[config.mk]
export PLATFORM = sky130hd
export DESIGN_NAME = lmov_core
export DESIGN_NICKNAME = d
export VERILOG_FILES = /design/src/hw/lmov_pkg.sv /design/src/hw/lmov_ptr_if.sv /design/src/hw/lmov_ptr_unit.sv /design/src/hw/lmov_core.sv
export VERILOG_INCLUDE_DIRS = /design/src /design/src/hw
export SDC_FILE = /design/constraint.sdc
export NUM_CORES = 1
export LEC_CHECK = 0
export ABC_AREA = 1
export BUFFER_PORTS_ARGS = -buffer_cell sky130_fd_sc_hd__buf_4
export CAP_MARGIN = 20
export CORE_MARGIN = 2
export CORE_UTILIZATION = 55
export DETAILED_ROUTE_END_ITERATION = 10
export GPL_TIMING_DRIVEN = 0
export PLACE_DENSITY = 0.88
export SLEW_MARGIN = 15
export SYNTH_ARGS = -nofsm -noshare
export SYNTH_HDL_FRONTEND = slang
export SYNTH_SLANG_ARGS = --single-unit
[constraint.sdc]
create_clock -name sys_clk_i -period 6.44 [get_ports sys_clk_i]
set_clock_uncertainty 0.05 [all_clocks]
set_input_delay 1.932 -clock sys_clk_i [delete_from_list [all_inputs] [get_ports sys_clk_i]]
set_output_delay 1.932 -clock sys_clk_i [all_outputs]
set_load 0.03 [all_outputs]
[src/hw/lmov_defs.svh]
/*
 * Constants for the literal and indirect move execution block:
 * opcode match patterns, fixed file addresses and reset values.
 * Assumes a 14-bit program word and a 16-bit data address space.
 */
`ifndef LMOV_DEFS_SVH
`define LMOV_DEFS_SVH

// ============================================================
// Opcode match fields (only opcode bits are ever compared)
// ============================================================
`define LMOV_LIT_ACC_OPC 6'h30
`define LMOV_LIT_PCL_OPC 7'h63
`define LMOV_ST_FILE_OPC 7'h01
`define LMOV_ST_IND_OPC 11'h003
`define LMOV_ST_REL_OPC 7'h7F

// ============================================================
// Fixed file addresses of the two indirect access ports
// ============================================================
`define LMOV_IND_PORT0 7'h00
`define LMOV_IND_PORT1 7'h01

// ============================================================
// Reset values
// ============================================================
`define LMOV_ACC_RST 8'h00
`define LMOV_PCL_RST 7'h00
`define LMOV_FLAGS_RST 3'h0
`define LMOV_PTR_RST 16'h0000

`endif

[src/hw/lmov_pkg.sv]
/*
 * Types shared by the move execution block and its pointer unit.
 * Assumes nothing beyond a SystemVerilog tool.
 */
package lmov_pkg;
    // Pointer update mode, encoded as in the program word
    typedef enum logic [1:0] {
        LMOV_PRE_INC = 2'b00,
        LMOV_PRE_DEC = 2'b01,
        LMOV_POST_INC = 2'b10,
        LMOV_POST_DEC = 2'b11
    } lmov_mode_t;

    // Decoded operation
    typedef enum logic [2:0] {
        LMOV_OP_NONE = 3'b000,
        LMOV_OP_LIT_ACC = 3'b001,
        LMOV_OP_LIT_PCL = 3'b010,
        LMOV_OP_ST_FILE = 3'b011,
        LMOV_OP_ST_IND = 3'b100,
        LMOV_OP_ST_REL = 3'b101
    } lmov_op_t;
endpackage

[src/hw/lmov_ptr_if.sv]
/*
 * Carrier between the move core and its pointer unit.
 * Assumes both ends run on the same clock.
 */
`timescale 1ns/1ns
interface lmov_ptr_if;
    import lmov_pkg::*;
    logic req; // Store uses a pointer this cycle
    logic upd; // Apply the mode's pointer update
    logic sel; // Pointer index
    lmov_mode_t mode; // Pre/post inc/dec
    logic rel; // Signed offset form, pointer kept
    logic [5:0] offset; // Signed offset
    logic [15:0] eff_addr; // Effective address
    logic load; // Outside write to a pointer
    logic load_sel; // Which pointer is written
    logic [15:0] load_val; // Value written
    logic [15:0] ptr0; // Pointer 0 contents
    logic [15:0] ptr1; // Pointer 1 contents

    modport core (output req, upd, sel, mode, rel, offset, load, load_sel,
        load_val, input eff_addr, ptr0, ptr1);
    modport unit (input req, upd, sel, mode, rel, offset, load, load_sel,
        load_val, output eff_addr, ptr0, ptr1);
endinterface

[src/hw/lmov_ptr_unit.sv]
/*
 * Two 16-bit indirect pointers with effective address generation.
 * Assumes the core raises req for one cycle per indirect store.
 */
`timescale 1ns/1ns
`include "lmov_defs.svh"
module lmov_ptr_unit (
    // Clock and reset
    input wire logic sys_clk_i,
    input wire logic reset_i,
    // Core side
    lmov_ptr_if.unit pif
);
    import lmov_pkg::*;

    logic [15:0] ptr_q [2]; // Pointer storage
    logic [15:0] cur; // Selected pointer
    logic [15:0] stepped; // Pointer after its step
    logic [15:0] offs_ext; // Sign-extended offset

    // ============================================================
    // Address arithmetic
    // ============================================================
    // Plain 16-bit sum: carry out is dropped so it wraps
    function automatic logic [15:0] wrap_add(input logic [15:0] a,
            input logic [15:0] b);
        wrap_add = a + b;
    endfunction

    assign cur = ptr_q[pif.sel];
    assign offs_ext = {{10{pif.offset[5]}}, pif.offset};
    // Odd mode codes decrement
    assign stepped = wrap_add(cur, pif.mode[0] ? 16'hFFFF : 16'h0001);

    // Relative: pointer + k; pre: stepped; post: pointer as is
    always_comb begin
        if (pif.rel) begin
            pif.eff_addr = wrap_add(cur, offs_ext);
        end else if (!pif.mode[1]) begin
            pif.eff_addr = stepped;
        end else begin
            pif.eff_addr = cur;
        end
    end

    // ============================================================
    // Pointer update; the store's own update beats an outside load
    // ============================================================
    always_ff @(posedge sys_clk_i) begin
        if (reset_i) begin
            ptr_q[0] <= `LMOV_PTR_RST;
            ptr_q[1] <= `LMOV_PTR_RST;
        end else if (pif.req && pif.upd && !pif.rel) begin
            ptr_q[pif.sel] <= stepped;
        end else if (pif.load) begin
            ptr_q[pif.load_sel] <= pif.load_val;
        end
    end

    assign pif.ptr0 = ptr_q[0];
    assign pif.ptr1 = ptr_q[1];

    // ============================================================
    // Checks
    // ============================================================
    // Pre-increment: address is pointer + 1 and the pointer keeps it
    a_pre_inc_addr: assert property (
        @(posedge sys_clk_i) disable iff (reset_i)
        pif.req && pif.upd && !pif.rel && pif.mode == LMOV_PRE_INC |->
        pif.eff_addr == cur + 16'h0001 ##1
        (($past(pif.sel) ? pif.ptr1 : pif.ptr0) == $past(pif.eff_addr)))
        else $error("pre-increment address wrong");
    a_post_dec_upd: assert property (
        @(posedge sys_clk_i) disable iff (reset_i)
        pif.req && pif.upd && !pif.rel &&
        pif.mode == LMOV_POST_DEC && !pif.sel |-> pif.eff_addr == cur ##1
        pif.ptr0 == $past(cur) - 16'h0001)
        else $error("post-decrement update wrong");
    a_rel_keeps_ptr: assert property (
        @(posedge sys_clk_i) disable iff (reset_i)
        pif.req && pif.rel && !pif.load |=>
        $stable(pif.ptr0) && $stable(pif.ptr1))
        else $error("relative store moved a pointer");
    a_wrap_top: assert property (
        @(posedge sys_clk_i) disable iff (reset_i)
        pif.req && pif.upd && !pif.rel && !pif.sel &&
        pif.mode == LMOV_POST_INC && cur == 16'hFFFF |=>
        pif.ptr0 == 16'h0000)
        else $error("pointer did not wrap");
endmodule // lmov_ptr_unit

[src/hw/lmov_core.sv]
/*
 * Execution of five move instructions: literal to program counter
 * high latch, literal to accumulator, accumulator to file register,
 * and accumulator stored through one of two pointers, stepped or at a signed offset.
 * Assumes a decoded-ready 14-bit word each valid cycle from fetch,
 * and a data memory write port that takes one write per cycle.
 */
// Functional notes
// - Literal loads 7-bit program counter high latch
// - Literal loads accumulator, one cycle, flags kept
// - Decode compares opcode bits only
// - Accumulator written to 7-bit file address
// - Mode 00/01/10/11 pre/post increment/decrement
// - Pre modes use stepped pointer; post after
// - Offset form adds signed k, pointer kept
// - Indirect ports redirect to pointer address
// - Pointer arithmetic wraps modulo 16 bits
// - Pointer steps never change status flags
`timescale 1ns/1ns
`include "lmov_defs.svh"
module lmov_core (
    // Clock and reset
    input wire logic sys_clk_i,
    input wire logic reset_i,
    // Instruction from fetch
    input wire logic instr_valid_i,
    input wire logic [13:0] instr_i,
    // Pointer load from other instructions
    input wire logic ptr_load_i,
    input wire logic ptr_load_sel_i,
    input wire logic [15:0] ptr_load_val_i,
    // Status flags written by the arithmetic unit
    input wire logic flags_load_i,
    input wire logic [2:0] flags_val_i,
    // Architectural state
    output logic [7:0] acc_o,
    output logic [6:0] pc_latch_o,
    output logic [2:0] flags_o,
    output logic [15:0] ptr0_o,
    output logic [15:0] ptr1_o,
    // Data memory write port
    output logic mem_we_o,
    output logic [15:0] mem_addr_o,
    output logic [7:0] mem_wdata_o,
    // Decoded operation, for debug
    output lmov_pkg::lmov_op_t op_o
);
    import lmov_pkg::*;

    // ============================================================
    // Declarations
    // ============================================================
    logic [7:0] acc_q; // Working register
    logic [6:0] pcl_q; // Program counter high latch
    logic [2:0] flags_q; // Zero, digit carry, carry
    logic mem_we_q; // Write strobe
    logic [15:0] mem_addr_q; // Write address
    logic [7:0] mem_wdata_q; // Write data
    lmov_op_t op_q; // Last decoded operation
    lmov_op_t op_d; // Decoded operation this cycle
    logic ind_port; // File store hits an indirect port
    logic [6:0] file_addr; // File operand

    lmov_ptr_if pif ();

    // ============================================================
    // Decode
    // ============================================================
    // Only the fixed opcode bits are compared; operand fields never
    // steer the choice, so assembler zero padding is irrelevant
    always_comb begin
        op_d = LMOV_OP_NONE;
        if (instr_valid_i) begin
            if (instr_i[13:8] == `LMOV_LIT_ACC_OPC) begin
                op_d = LMOV_OP_LIT_ACC;
            end else if (instr_i[13:7] == `LMOV_LIT_PCL_OPC) begin
                op_d = LMOV_OP_LIT_PCL;
            end else if (instr_i[13:7] == `LMOV_ST_FILE_OPC) begin
                op_d = LMOV_OP_ST_FILE;
            end else if (instr_i[13:3] == `LMOV_ST_IND_OPC) begin
                op_d = LMOV_OP_ST_IND;
            end else if (instr_i[13:7] == `LMOV_ST_REL_OPC) begin
                op_d = LMOV_OP_ST_REL;
            end else begin
                op_d = LMOV_OP_NONE; // Not ours
            end
        end
    end

    assign file_addr = instr_i[6:0];
    // Ports hold no storage; a file store there goes through a pointer
    assign ind_port = (file_addr == `LMOV_IND_PORT0) ||
        (file_addr == `LMOV_IND_PORT1);

    // ============================================================
    // Pointer unit requests
    // ============================================================
    // Indirect-port file stores use the offset form with k = 0, which
    // gives the plain pointer address and leaves the pointer alone
    always_comb begin
        pif.req = 1'b0;
        pif.upd = 1'b0;
        pif.rel = 1'b0;
        pif.sel = 1'b0;
        pif.mode = LMOV_PRE_INC;
        pif.offset = 6'h00;
        case (op_d)
            LMOV_OP_ST_IND: begin
                pif.req = 1'b1;
                pif.upd = 1'b1;
                pif.sel = instr_i[2];
                pif.mode = lmov_mode_t'(instr_i[1:0]);
            end
            LMOV_OP_ST_REL: begin
                pif.req = 1'b1;
                pif.rel = 1'b1;
                pif.sel = instr_i[6];
                pif.offset = instr_i[5:0];
            end
            LMOV_OP_ST_FILE: begin
                pif.req = ind_port;
                pif.rel = 1'b1;
                pif.sel = file_addr[0];
            end
            default: begin
                pif.req = 1'b0;
            end
        endcase
    end

    assign pif.load = ptr_load_i;
    assign pif.load_sel = ptr_load_sel_i;
    assign pif.load_val = ptr_load_val_i;

    lmov_ptr_unit u_ptr (
        .sys_clk_i(sys_clk_i),
        .reset_i(reset_i),
        .pif(pif)
    );

    // ============================================================
    // Working register
    // ============================================================
    always_ff @(posedge sys_clk_i) begin
        if (reset_i) begin
            acc_q <= `LMOV_ACC_RST;
        end else if (op_d == LMOV_OP_LIT_ACC) begin
            acc_q <= instr_i[7:0];
        end
    end

    // ============================================================
    // Program counter high latch
    // ============================================================
    always_ff @(posedge sys_clk_i) begin
        if (reset_i) begin
            pcl_q <= `LMOV_PCL_RST;
        end else if (op_d == LMOV_OP_LIT_PCL) begin
            pcl_q <= instr_i[6:0];
        end
    end

    // ============================================================
    // Status flags: only the arithmetic unit writes them; none of
    // the moves here, pointer steps included, touch them
    // ============================================================
    always_ff @(posedge sys_clk_i) begin
        if (reset_i) begin
            flags_q <= `LMOV_FLAGS_RST;
        end else if (flags_load_i) begin
            flags_q <= flags_val_i;
        end
    end

    // ============================================================
    // Data memory write: registered, one cycle after the word
    // ============================================================
    always_ff @(posedge sys_clk_i) begin
        if (reset_i) begin
            mem_we_q <= 1'b0;
            mem_addr_q <= 16'h0000;
            mem_wdata_q <= 8'h00;
        end else begin
            mem_we_q <= 1'b0;
            if (pif.req) begin
                mem_we_q <= 1'b1;
                mem_addr_q <= pif.eff_addr;
                mem_wdata_q <= acc_q;
            end else if (op_d == LMOV_OP_ST_FILE) begin
                mem_we_q <= 1'b1;
                mem_addr_q <= {9'h000, file_addr};
                mem_wdata_q <= acc_q;
            end
        end
    end

    // ============================================================
    // Debug record of the decode
    // ============================================================
    always_ff @(posedge sys_clk_i) begin
        if (reset_i) begin
            op_q <= LMOV_OP_NONE;
        end else begin
            op_q <= op_d;
        end
    end

    assign acc_o = acc_q;
    assign pc_latch_o = pcl_q;
    assign flags_o = flags_q;
    assign ptr0_o = pif.ptr0;
    assign ptr1_o = pif.ptr1;
    assign mem_we_o = mem_we_q;
    assign mem_addr_o = mem_addr_q;
    assign mem_wdata_o = mem_wdata_q;
    assign op_o = op_q;

    // ============================================================
    // Checks
    // ============================================================
    a_pcl_literal_load: assert property (
        @(posedge sys_clk_i) disable iff (reset_i)
        op_d == LMOV_OP_LIT_PCL |=>
        pc_latch_o == $past(instr_i[6:0]) && !mem_we_o)
        else $error("latch literal not loaded");
    a_acc_literal_load: assert property (
        @(posedge sys_clk_i) disable iff (reset_i)
        instr_valid_i && instr_i[13:8] == 6'h30 |=>
        acc_o == $past(instr_i[7:0]))
        else $error("accumulator literal not loaded");
    a_opcode_bits_only: assert property (
        @(posedge sys_clk_i) disable iff (reset_i)
        instr_valid_i && instr_i[13:8] == 6'h30 |->
        op_d == LMOV_OP_LIT_ACC)
        else $error("literal decode depends on operand");
    a_file_store_write: assert property (
        @(posedge sys_clk_i) disable iff (reset_i)
        op_d == LMOV_OP_ST_FILE && !ind_port |=>
        mem_we_o && mem_addr_o == {9'h000, $past(file_addr)} &&
        mem_wdata_o == $past(acc_o))
        else $error("file store wrong");
    a_port_redirect: assert property (
        @(posedge sys_clk_i) disable iff (reset_i)
        op_d == LMOV_OP_ST_FILE && file_addr == 7'h01 |=>
        mem_we_o && mem_addr_o == $past(ptr1_o) && $stable(ptr1_o))
        else $error("indirect port not redirected");
    a_flags_unchanged: assert property (
        @(posedge sys_clk_i) disable iff (reset_i)
        op_d != LMOV_OP_NONE && !flags_load_i |=>
        $stable(flags_o))
        else $error("move changed status flags");
    a_ind_sel_addr: assert property (
        @(posedge sys_clk_i) disable iff (reset_i)
        op_d == LMOV_OP_ST_IND && instr_i[1] && instr_i[2] |=>
        mem_we_o && mem_addr_o == $past(ptr1_o))
        else $error("post mode used wrong pointer");
    a_rel_offset_addr: assert property (
        @(posedge sys_clk_i) disable iff (reset_i)
        op_d == LMOV_OP_ST_REL && !instr_i[6] |=>
        mem_addr_o == $past(ptr0_o) +
        {{10{$past(instr_i[5])}}, $past(instr_i[5:0])})
        else $error("relative address wrong");
endmodule // lmov_core

; ---- Word-level counts from Yosys, hierarchy flattened
; Memory sizes are Yosys's and may differ from the RTL's.
; Index checks and enable logic that the tools add are counted.
; Widths: inputs -> output; s select.
[word_totals]
reg_bits = 46
ram_bits = 32
inputBits = 39
out_inout_bits = 78
wordCells = 67
memories = 1
[op_classes]
add_sub_neg = 2
n_eq_ne = 11
muxes = 36
n_reduce_logical = 10
[memory_table]
columns = memory, words, word_bits, rd, rd_clocked_by_memory_dff, wr, line
row1 = u_ptr.ptr_q, 2, 16, 3, 0, 2, lmov_ptr_unit.sv:16  ; logic [15:0] ptr_q [2];
[ops]
columns = cell, count
row1 = $mux 16, 7
row2 = $add 16x16->16, 2
row3 = $reduce_or 16->1, 2
row4 = $mux 3, 6
row5 = $mux 1, 17
row6 = $mux 8, 2
row7 = $eq 7x1->1 const B, 2
row8 = $eq 7x7->1 const B, 2
row9 = $eq 11x2->1 const B, 1
row10 = $logic_not 7->1, 1
row11 = $eq 3x2->1 const B, 2
row12 = $eq 3x3->1 const B, 2
row13 = $eq 6x6->1 const B, 1
row14 = $mux 6, 1
row15 = $reduce_or 2->1, 2
row16 = $eq 3x1->1 const B, 1
row17 = $pmux 1 s3, 1
row18 = $logic_and 1x1->1, 2
row19 = $mux 2, 1
row20 = $pmux 1 s2, 1
row21 = $reduce_bool 2->1, 1
row22 = $logic_not 1->1, 1
row23 = $logic_or 1x1->1, 1

; ---- Logic depth before layout (Yosys ltp)
; Gate-level depths: netlist of run 1.
[depth]
depth_word = 18
depth_mapped = 27
depth_no_buf = 26

; ---- By module
; Synthesis of run 1 repeated with hierarchy kept, for this count alone.
[unflattened]
cells_unflattened = 839
area_unflattened_um2 = 5622.9
[by_module_without_submodules]
columns = mod, instances, cells_per_inst, area_each_um2, seq_area_each_um2
row1 = lmov_ptr_unit, 1, 543, 3572.2, 960.9
row2 = lmov_core, 1, 296, 2050.7, 920.9

; ---- Worst setup path before layout of run 1
; OpenSTA, ideal clock, no wires.
[synth_timing]
path_kind = input to register
from = input instr_i[11]
to = memory u_ptr.ptr_q[0][8], data pin
setup_ps = 259
t_arrival_ps = 4868
required_ps = 6131
path_slack_ps = 1263
path_stages = 20
path_buffers = 1
cell_sequence = inv_2 > nand2_1 > nor2_2 > nand3_2 > nand2_4 > nand2_4 > nor2_4 > inv_2 > nor2_1 > ha_1 > clkbuf_1 > a21o_1 > a31oi_1 > o21ai_1 > a21oi_1 > o21ai_1 > xnor2_1 > nand2_1 > o21ai_0 > nor2_1
[synth_rtl]
columns = item, line
row1 = start: declaration, lmov_core.sv:27  ; input wire logic [13:0] instr_i,
row2 = end: declaration, lmov_ptr_unit.sv:16

==> results of run 1 <==
sequential cells by signal (all words and copies together), names as in the netlist:
signal	flops
mem_addr_o	16
pc_latch_o	7
mem_wdata_o	8
mem_we_o	1
acc_o	8
flags_o	3
u_ptr.ptr_q	32
op_o	3
stage by stage:
stage | instance area [sq um] | power, mW | cells | hold slack [ps]
5_1_grt | 6500 | 1.17 | 955 | 429
3_5_place_dp | 6310 | 0.764 | 938 | 391
4_1_cts | 6490 | 1.13 | 954 | 408
3_3_place_gp | 6310 | 0.760 | 938 | 384
6_report | 6500 | 1.13 | 955 | 405
2_1_floorplan | 5290 | 0.685 | 695 | 519
synth_stat cells, types with 2 or more instances:
| master | count |
|---|---|
| nand4_1 | 4 |
| a21oi_1 | 64 |
| o21ai_0 | 48 |
| nand2_4 | 5 |
| inv_2 | 11 |
| o21ai_2 | 4 |
| nand3_4 | 2 |
| nor2_8 | 2 |
| nand2_1 | 115 |
| inv_1 | 60 |
| nand3_2 | 2 |
| nor3_1 | 3 |
| o211ai_1 | 6 |
| a21o_1 | 5 |
| a22o_1 | 9 |
| ha_1 | 29 |
| clkbuf_1 | 8 |
| edfxtp_1 | 32 |
| o21ai_1 | 17 |
| nand3_1 | 28 |
| buf_2 | 5 |
| dfxtp_1 | 46 |
| o221ai_1 | 2 |
| xnor2_1 | 6 |
| fa_1 | 2 |
| xor2_1 | 12 |
| and2_1 | 2 |
| nand2_2 | 8 |
| buf_6 | 5 |
| inv_4 | 2 |
| nor2_4 | 3 |
| nor2_2 | 11 |
| o21bai_1 | 3 |
| nand4_4 | 2 |
| nor2_1 | 111 |
| mux2i_1 | 2 |
| o21a_1 | 2 |
report_power, final:
part           switching [mW]  internal (mW)  total (mW)
Combinational           0.144         0.0752       0.219
Sequential            0.00997          0.531       0.540
Clock                   0.223          0.149       0.371
Total                   0.376          0.755        1.13
worst min-delay path by stage:
stage / to / cells after the start
2_1_floorplan: pc_latch_o[0] / 2
3_3_place_gp: pc_latch_o[5] / 2
3_5_place_dp: mem_addr_o[14] / 1
4_1_cts: pc_latch_o[1] / 2
5_1_grt: mem_addr_o[7] / 2
6_report: pc_latch_o[1] / 2
metal layers:
metal	GRT usage, %	up-vias
met4	7.49	0
met3	5.27	24
li1	-	2587
met1	40.8	2525
met2	49.7	235
met5	0	-
final cells by class:
cell class,instances,share of cell area (%)
Buffer,20,1.91
Clock buffer,9,1.91
Clock inverter,7,0.924
Inverter,73,4.29
Multi-Input combinational cell,524,46.2
Sequential cell,78,29.0
Tap cell,129,2.48
Timing Repair Buffer,115,13.3
critical path, delay by kind of cell:
kind | cells | cell delay [ps]
AOI/OAI and AO/OA | 7 | 1240
xor gates and xnor gates | 1 | 310
adders and majority gates | 1 | 290
buffers and inverters | 4 | 450
and+or+nand+nor | 10 | 1140
cell families after synthesis:
kind of cell | share of synthesized area, %
AO/OA/AOI/OAI | 18.4
XOR/XNOR | 2.98
adder cells (fa/ha/maj) | 7.62
buffers and inverters | 7.62
flip-flops | 35.6
multiplexers | 0.378
AND/OR/NAND/NOR | 27.4
==> flow_metrics.py, run 1 <==
metrics = {
    "timing": {
        "fin_ws_ps": 1150,
        "slew_violations": 0,
        "max_freq_mhz": 189,
        "setup_tns_ps": 0,
        "setup_viol": 0,
        "relSlewSlack_pct": 50.5,
        "rsz0062_at_grt": "false",
        "finalHoldViolCount": 0,
        "finalWorstPathRequiredPeriod_ps": 5290,
        "fin_crit_sh_pct": 82.2,
        "worstMarginPinSlew_ps": 740,
    },
    "drt": {
        "wl_met3_um": 1120,
        "avgViaCountPerCell": 5.62,
        "drc": 0,
        "wirelength_um": 15300,
        "routed.top_layer": "met4",
        "wl_met2_um": 7370,
        "dr.pass1.iters": 5,
        "wl_per_cell_um": 16.1,
        "wl_met1_um": 6570,
        "antenna_left": 0,
        "drt_iter0_drc": 337,
        "vias": 5371,
    },
    "yosys": {
        "synth.distinct_cells": 54,
        "avgSynthCellArea_sq_um": 7.61,
        "synth-edff-count": 32,
        "netlist_instances": 695,
        "netlist_top_cells_area": "edfxtp_1 18%, dfxtp_1 17%, nand2_1 8.2%",
        "async_flop_share_pct": 0,
        "synth_top_cell_by_area": "edfxtp_1",
        "synth_fp_nets": 765,
        "synth.top_cell.area_share_pct": 18.2,
        "synth_warnings": 0,
        "ys_seq_elements": 78,
        "ys.flop_type": "dfxtp_1",
        "yosysSeqAreaShare_pct": 35.6,
        "netlist_area_sq_um": 5290,
    },
    "clock_network": {
        "hold_buffers": 0,
        "post_cts_resized": 0,
        "cts_made_buffers": 9,
        "root_buffer": "clkbuf_8",
        "clockBufferDepth": 2,
        "post_cts_buffers": 0,
        "h-tree-depth": 3,
        "clock_latency_ps": 370,
        "clkSlewWorstSetupHoldPaths_ps": 100,
        "clock_sinks": 78,
        "tritoncts": "done",
    },
    "critical_path": {
        "crit_chain": "buf_4, inv_2, nand2_1, nor2_2, nand2_4, nand3_4, nand3_1, inv_2, nor2_2, a21oi_4, nor2_1, nor2_1, ha_1, clkbuf_1, a21o_1, a31oi_1, o21ai_1, a21oi_1, o21ai_1, xnor2_1, nand2_1, o21ai_0, nor2_1",
        "cp-end-kind": "flop",
        "path_max_fanout": 7,
        "r2r_end": "mem_addr_o[14]",
        "critical_path.slowest_cell": "xnor2_1",
        "cp.arrival_ps": 5360,
        "endpoint": "u_ptr.ptr_q[1][8]",
        "r2r_start": "u_ptr.ptr_q[0][0]",
        "critPathMaxStageDelay_ps": 310,
        "worstSetupPathType": "input pin to flop",
        "r2r_slack_ps": 3280,
        "reg2reg_depth": 19,
        "critPathLaunch": "instr_i[11]",
        "required_ps": 6510,
        "cp-start-kind": "input pin",
        "critPathMostFrequentCell": "nor2_1",
    },
    "pwr": {
        "pwr_density_cell_nw_per_um2": 174,
        "power.leakage_nw": 3.21,
        "irDropWorstVdd_mv": 0.118,
    },
    "placement": {
        "port_buffers": 114,
        "gp_congestion": 0.916,
        "post-place-ws_ps": 350,
        "dp.final_hpwl_um": 12100,
    },
    "final_layout": {
        "fin_util_pct": 70.0,
        "diodes": 0,
        "layout_common_cells": "116 x buf_4, 115 x nand2_1, 111 x nor2_1",
        "area_growth_pct": 22.8,
        "final_common_cell": "buf_4",
        "regArea_sq_um": 1880,
        "nets": 891,
        "multiInputGateArea_sq_um": 3010,
        "drive_gt1_share_pct": 24.2,
        "fillCellCount": 763,
    },
    "global_routing": {
        "grt_pass1_wl_um": 24600,
        "grt_remaining_overflow": 0,
        "grt_util_all_layers_pct": 30.0,
        "grt_max_degree": 17,
        "antenna_found_initial": 0,
        "grt_pass1_vias": 5071,
    },
    "die": {
        "dieArea_sq_um": 10400,
        "rows": 35,
        "core_sq_um": 9280,
        "die_w_um": 102,
        "die_y_um": 102,
        "io_pins": 117,
        "start_util_pct": 57.0,
    },
    "hold_path": {
        "holdCritPathClass": "flop to flop",
        "min-delay-start": "pc_latch_o[1]",
    },
    "status": {
        "status": "finished, final reports clean",
    },
    "flow_run": {
        "maxCapViolCount": 0,
    },
}
Note: power is estimated with default switching activity, not from simulation.
==> run 2, diff against run 1 <==
--- a/config.mk
+++ b/config.mk
@@ -10,10 +10,10 @@
 export BUFFER_PORTS_ARGS = -buffer_cell sky130_fd_sc_hd__buf_4
 export CAP_MARGIN = 20
 export CORE_MARGIN = 2
-export CORE_UTILIZATION = 55
+export CORE_UTILIZATION = 50
 export DETAILED_ROUTE_END_ITERATION = 10
 export GPL_TIMING_DRIVEN = 0
-export PLACE_DENSITY = 0.88
+export PLACE_DENSITY = 0.84
 export SLEW_MARGIN = 15
 export SYNTH_ARGS = -nofsm -noshare
 export SYNTH_HDL_FRONTEND = slang
==> constraint.sdc (replaced) <==
create_clock -name sys_clk_i -period 4.65 [get_ports sys_clk_i]
set_clock_uncertainty 0.05 [all_clocks]
set_input_delay 1.395 -clock sys_clk_i [delete_from_list [all_inputs] [get_ports sys_clk_i]]
set_output_delay 1.395 -clock sys_clk_i [all_outputs]
set_load 0.03 [all_outputs]
==> run 2 against run 1 <==
Against the previous run:
- final cell count rose by 0.94%
- hold slack worse by 3.7 ps
- largest cell class unchanged
- combinational power is 39% higher
- via count down 3.2%
- final area rose by 1.9%
- largest power group unchanged
- register-to-register slack worse by 1600 ps
- first-iteration DRC count increased by 19%
- total power is 37% higher
- non-clock buffer count up 2
- setup slack worse by 880 ps
- critical path depth is 2 higher
- sequential share of layout area shrank 0.54 points
==> flow_metrics.py, run 2 (synthesis gave the netlist of run 1 again) <==
metrics = {
    "hold_path": {
        "min-delay-start": "pc_latch_o[2]",
        "holdCritPathClass": "flop to flop",
        "hold_depth": 2,
        "whs_endpoint": "pc_latch_o[2]",
    },
    "final_layout": {
        "area_growth_pct": 25.2,
        "largest-register": "u_ptr.ptr_q",
        "fillCellCount": 882,
        "largest_register_ffs": 32,
        "final_common_cell": "buf_4",
        "fin_cells": 964,
        "fin_util_pct": 64.4,
        "nets": 893,
        "layout_common_cells": "119 x buf_4, 115 x nand2_1, 100 x nor2_1",
        "drive_gt1_share_pct": 26.8,
        "diodes": 0,
    },
    "clock_network": {
        "hold_buffers": 0,
        "tritoncts": "done",
        "clock_sinks": 78,
        "h-tree-depth": 3,
        "cts_made_buffers": 9,
        "clkSlewWorstSetupHoldPaths_ps": 90,
        "clock_latency_ps": 360,
        "root_buffer": "clkbuf_8",
        "clockBufferDepth": 2,
    },
    "critical_path": {
        "path_max_fanout": 10,
        "critical_path.slowest_cell": "ha_2",
        "worstSetupPathType": "input pin to flop",
        "critPathLaunch": "instr_i[9]",
        "cp-end-kind": "flop",
        "r2r_end": "mem_addr_o[10]",
        "required_ps": 4720,
        "crit_buf_inv": 4,
        "crit_family": "simple AND/OR/NAND/NOR gates",
        "r2r_start": "u_ptr.ptr_q[0][0]",
        "cp.arrival_ps": 4460,
        "r2r_slack_ps": 1680,
        "critPathMostFrequentCell": "nand2_1",
        "reg2reg_depth": 18,
        "critPathMaxStageDelay_ps": 380,
        "cp-start-kind": "input pin",
    },
    "pwr": {
        "power_switching_uw": 507,
        "p_clk_share_pct": 32.2,
        "combPwrFrac_pct": 19.6,
        "pwr_density_cell_nw_per_um2": 235,
        "switching_share_pct": 32.6,
        "irDropWorstVdd_mv": 0.195,
        "power.leakage_nw": 3.23,
        "intPower_mw": 1.05,
        "pwr-share-seq_pct": 48.2,
    },
    "timing": {
        "fin_crit_sh_pct": 94.3,
        "finalHoldViolCount": 0,
        "whs_ps": 401,
        "relSlewSlack_pct": 51.8,
        "setup_viol": 0,
        "worstMarginPinSlew_ps": 722,
        "max_freq_mhz": 228,
        "slew_violations": 0,
        "finalWorstPathRequiredPeriod_ps": 4380,
    },
    "die": {
        "start_util_pct": 51.5,
        "die_y_um": 107,
        "dieArea_sq_um": 11400,
        "die_w_um": 107,
        "rows": 37,
        "io_pins": 117,
        "core_sq_um": 10300,
    },
    "drt": {
        "drc": 0,
        "drt_iter0_drc": 400,
        "wirelength_um": 14400,
        "antenna_left": 0,
        "avgViaCountPerCell": 5.39,
        "dr.pass1.iters": 5,
        "wl_per_cell_um": 14.9,
        "vias": 5197,
    },
    "global_routing": {
        "grt_util_all_layers_pct": 25.5,
        "grt_remaining_overflow": 0,
        "antenna_found_initial": 0,
        "grt_pass1_wl_um": 23100,
        "grt_pass1_vias": 4851,
        "grt_max_degree": 17,
    },
    "placement": {
        "port_buffers": 114,
        "dp.final_hpwl_um": 11200,
        "dp_cells": 945,
        "gp_congestion": 0.951,
    },
    "flow_run": {
        "maxCapViolCount": 0,
    },
    "status": {
        "status": "finished, final reports clean",
    },
}
## run 2: cell types whose count changed in the layout (fill, tap and decap cells not counted), sizes merged
cell,previous run,this run
inv,79,78
clkinv,0,1
buf,126,129
clkbuf,18,17
## run 2: worst max-delay path by stage
stage / endpoint / depth (start not counted) / slack [ps]
finish: u_ptr.ptr_q[0][13] / 25 / 270
global route: mem_addr_o[15] / 24 / -10
CTS: u_ptr.ptr_q[1][8] / 23 / 130
detailed placement: u_ptr.ptr_q[1][8] / 21 / -890
global placement: u_ptr.ptr_q[1][8] / 21 / -760
floorplan: u_ptr.ptr_q[0][8] / 20 / 10
## run 2: stage by stage
| stage | instance area (sq um) | setup WS (ps) | setup TNS [ps] | total power, mW |
|---|---|---|---|---|
| 6_report | 6620 | 266 | 0 | 1.55 |
| 5_1_grt | 6620 | -10.5 | -10.5 | 1.62 |
| 4_1_cts | 6510 | 131 | 0 | 1.55 |
| 3_5_place_dp | 6320 | -885 | -20170 | 1.06 |
| 3_3_place_gp | 6320 | -761 | -16290 | 1.05 |
| 2_1_floorplan | 5290 | 9.53 | 0 | 0.948 |
## run 2: final cells by class
type                            count  area [sq um]  share of cell area (%)
Tap cell                          136           170                    2.57
Clock buffer                        9           124                    1.87
Inverter                           73           279                    4.21
Clock inverter                      7          62.6                   0.945
Timing Repair Buffer              118           886                    13.4
Buffer                             19           120                    1.81
Multi-Input combinational cell    524          3100                    46.8
Sequential cell                    78          1880                    28.4
## run 2: repair_timing
| action | CTS | global route |
|---|---|---|
| gates cloned | 0 | 0 |
| resized for setup | 2 | 24 |
| pin swaps | 0 | 2 |
| setup buffers | 0 | 4 |
| setup endpoints to repair | 31 | 19 |
## run 2: metal layers
layer | global-route usage [%] | wire (um) | vias up
li1 | - | - | 2606
met1 | 34.1 | 6120 | 2360
met2 | 42.7 | 6920 | 208
met3 | 4.01 | 1030 | 23
met4 | 7.61 | 284 | 0
met5 | 0 | 0 | -
## run 2: power by group through the flow
stage | combinational (mW) | clock [mW] | sequential, mW
after global routing | 0.332 | 0.537 | 0.750
after CTS | 0.295 | 0.507 | 0.748
after floorplan | 0.146 | 0 | 0.803
after detailed placement | 0.293 | 0 | 0.763
after global placement | 0.288 | 0 | 0.763
final | 0.305 | 0.500 | 0.749
## run 2: worst reg2reg max path: cells and delay by family (launching register included)
kind	cells	cell delay, ps
AO/OA/AOI/OAI	4	560
XOR/XNOR	1	170
adder cells (fa/ha/maj)	2	650
buffers and inverters	3	230
flip-flops	1	400
AND/OR/NAND/NOR	8	840
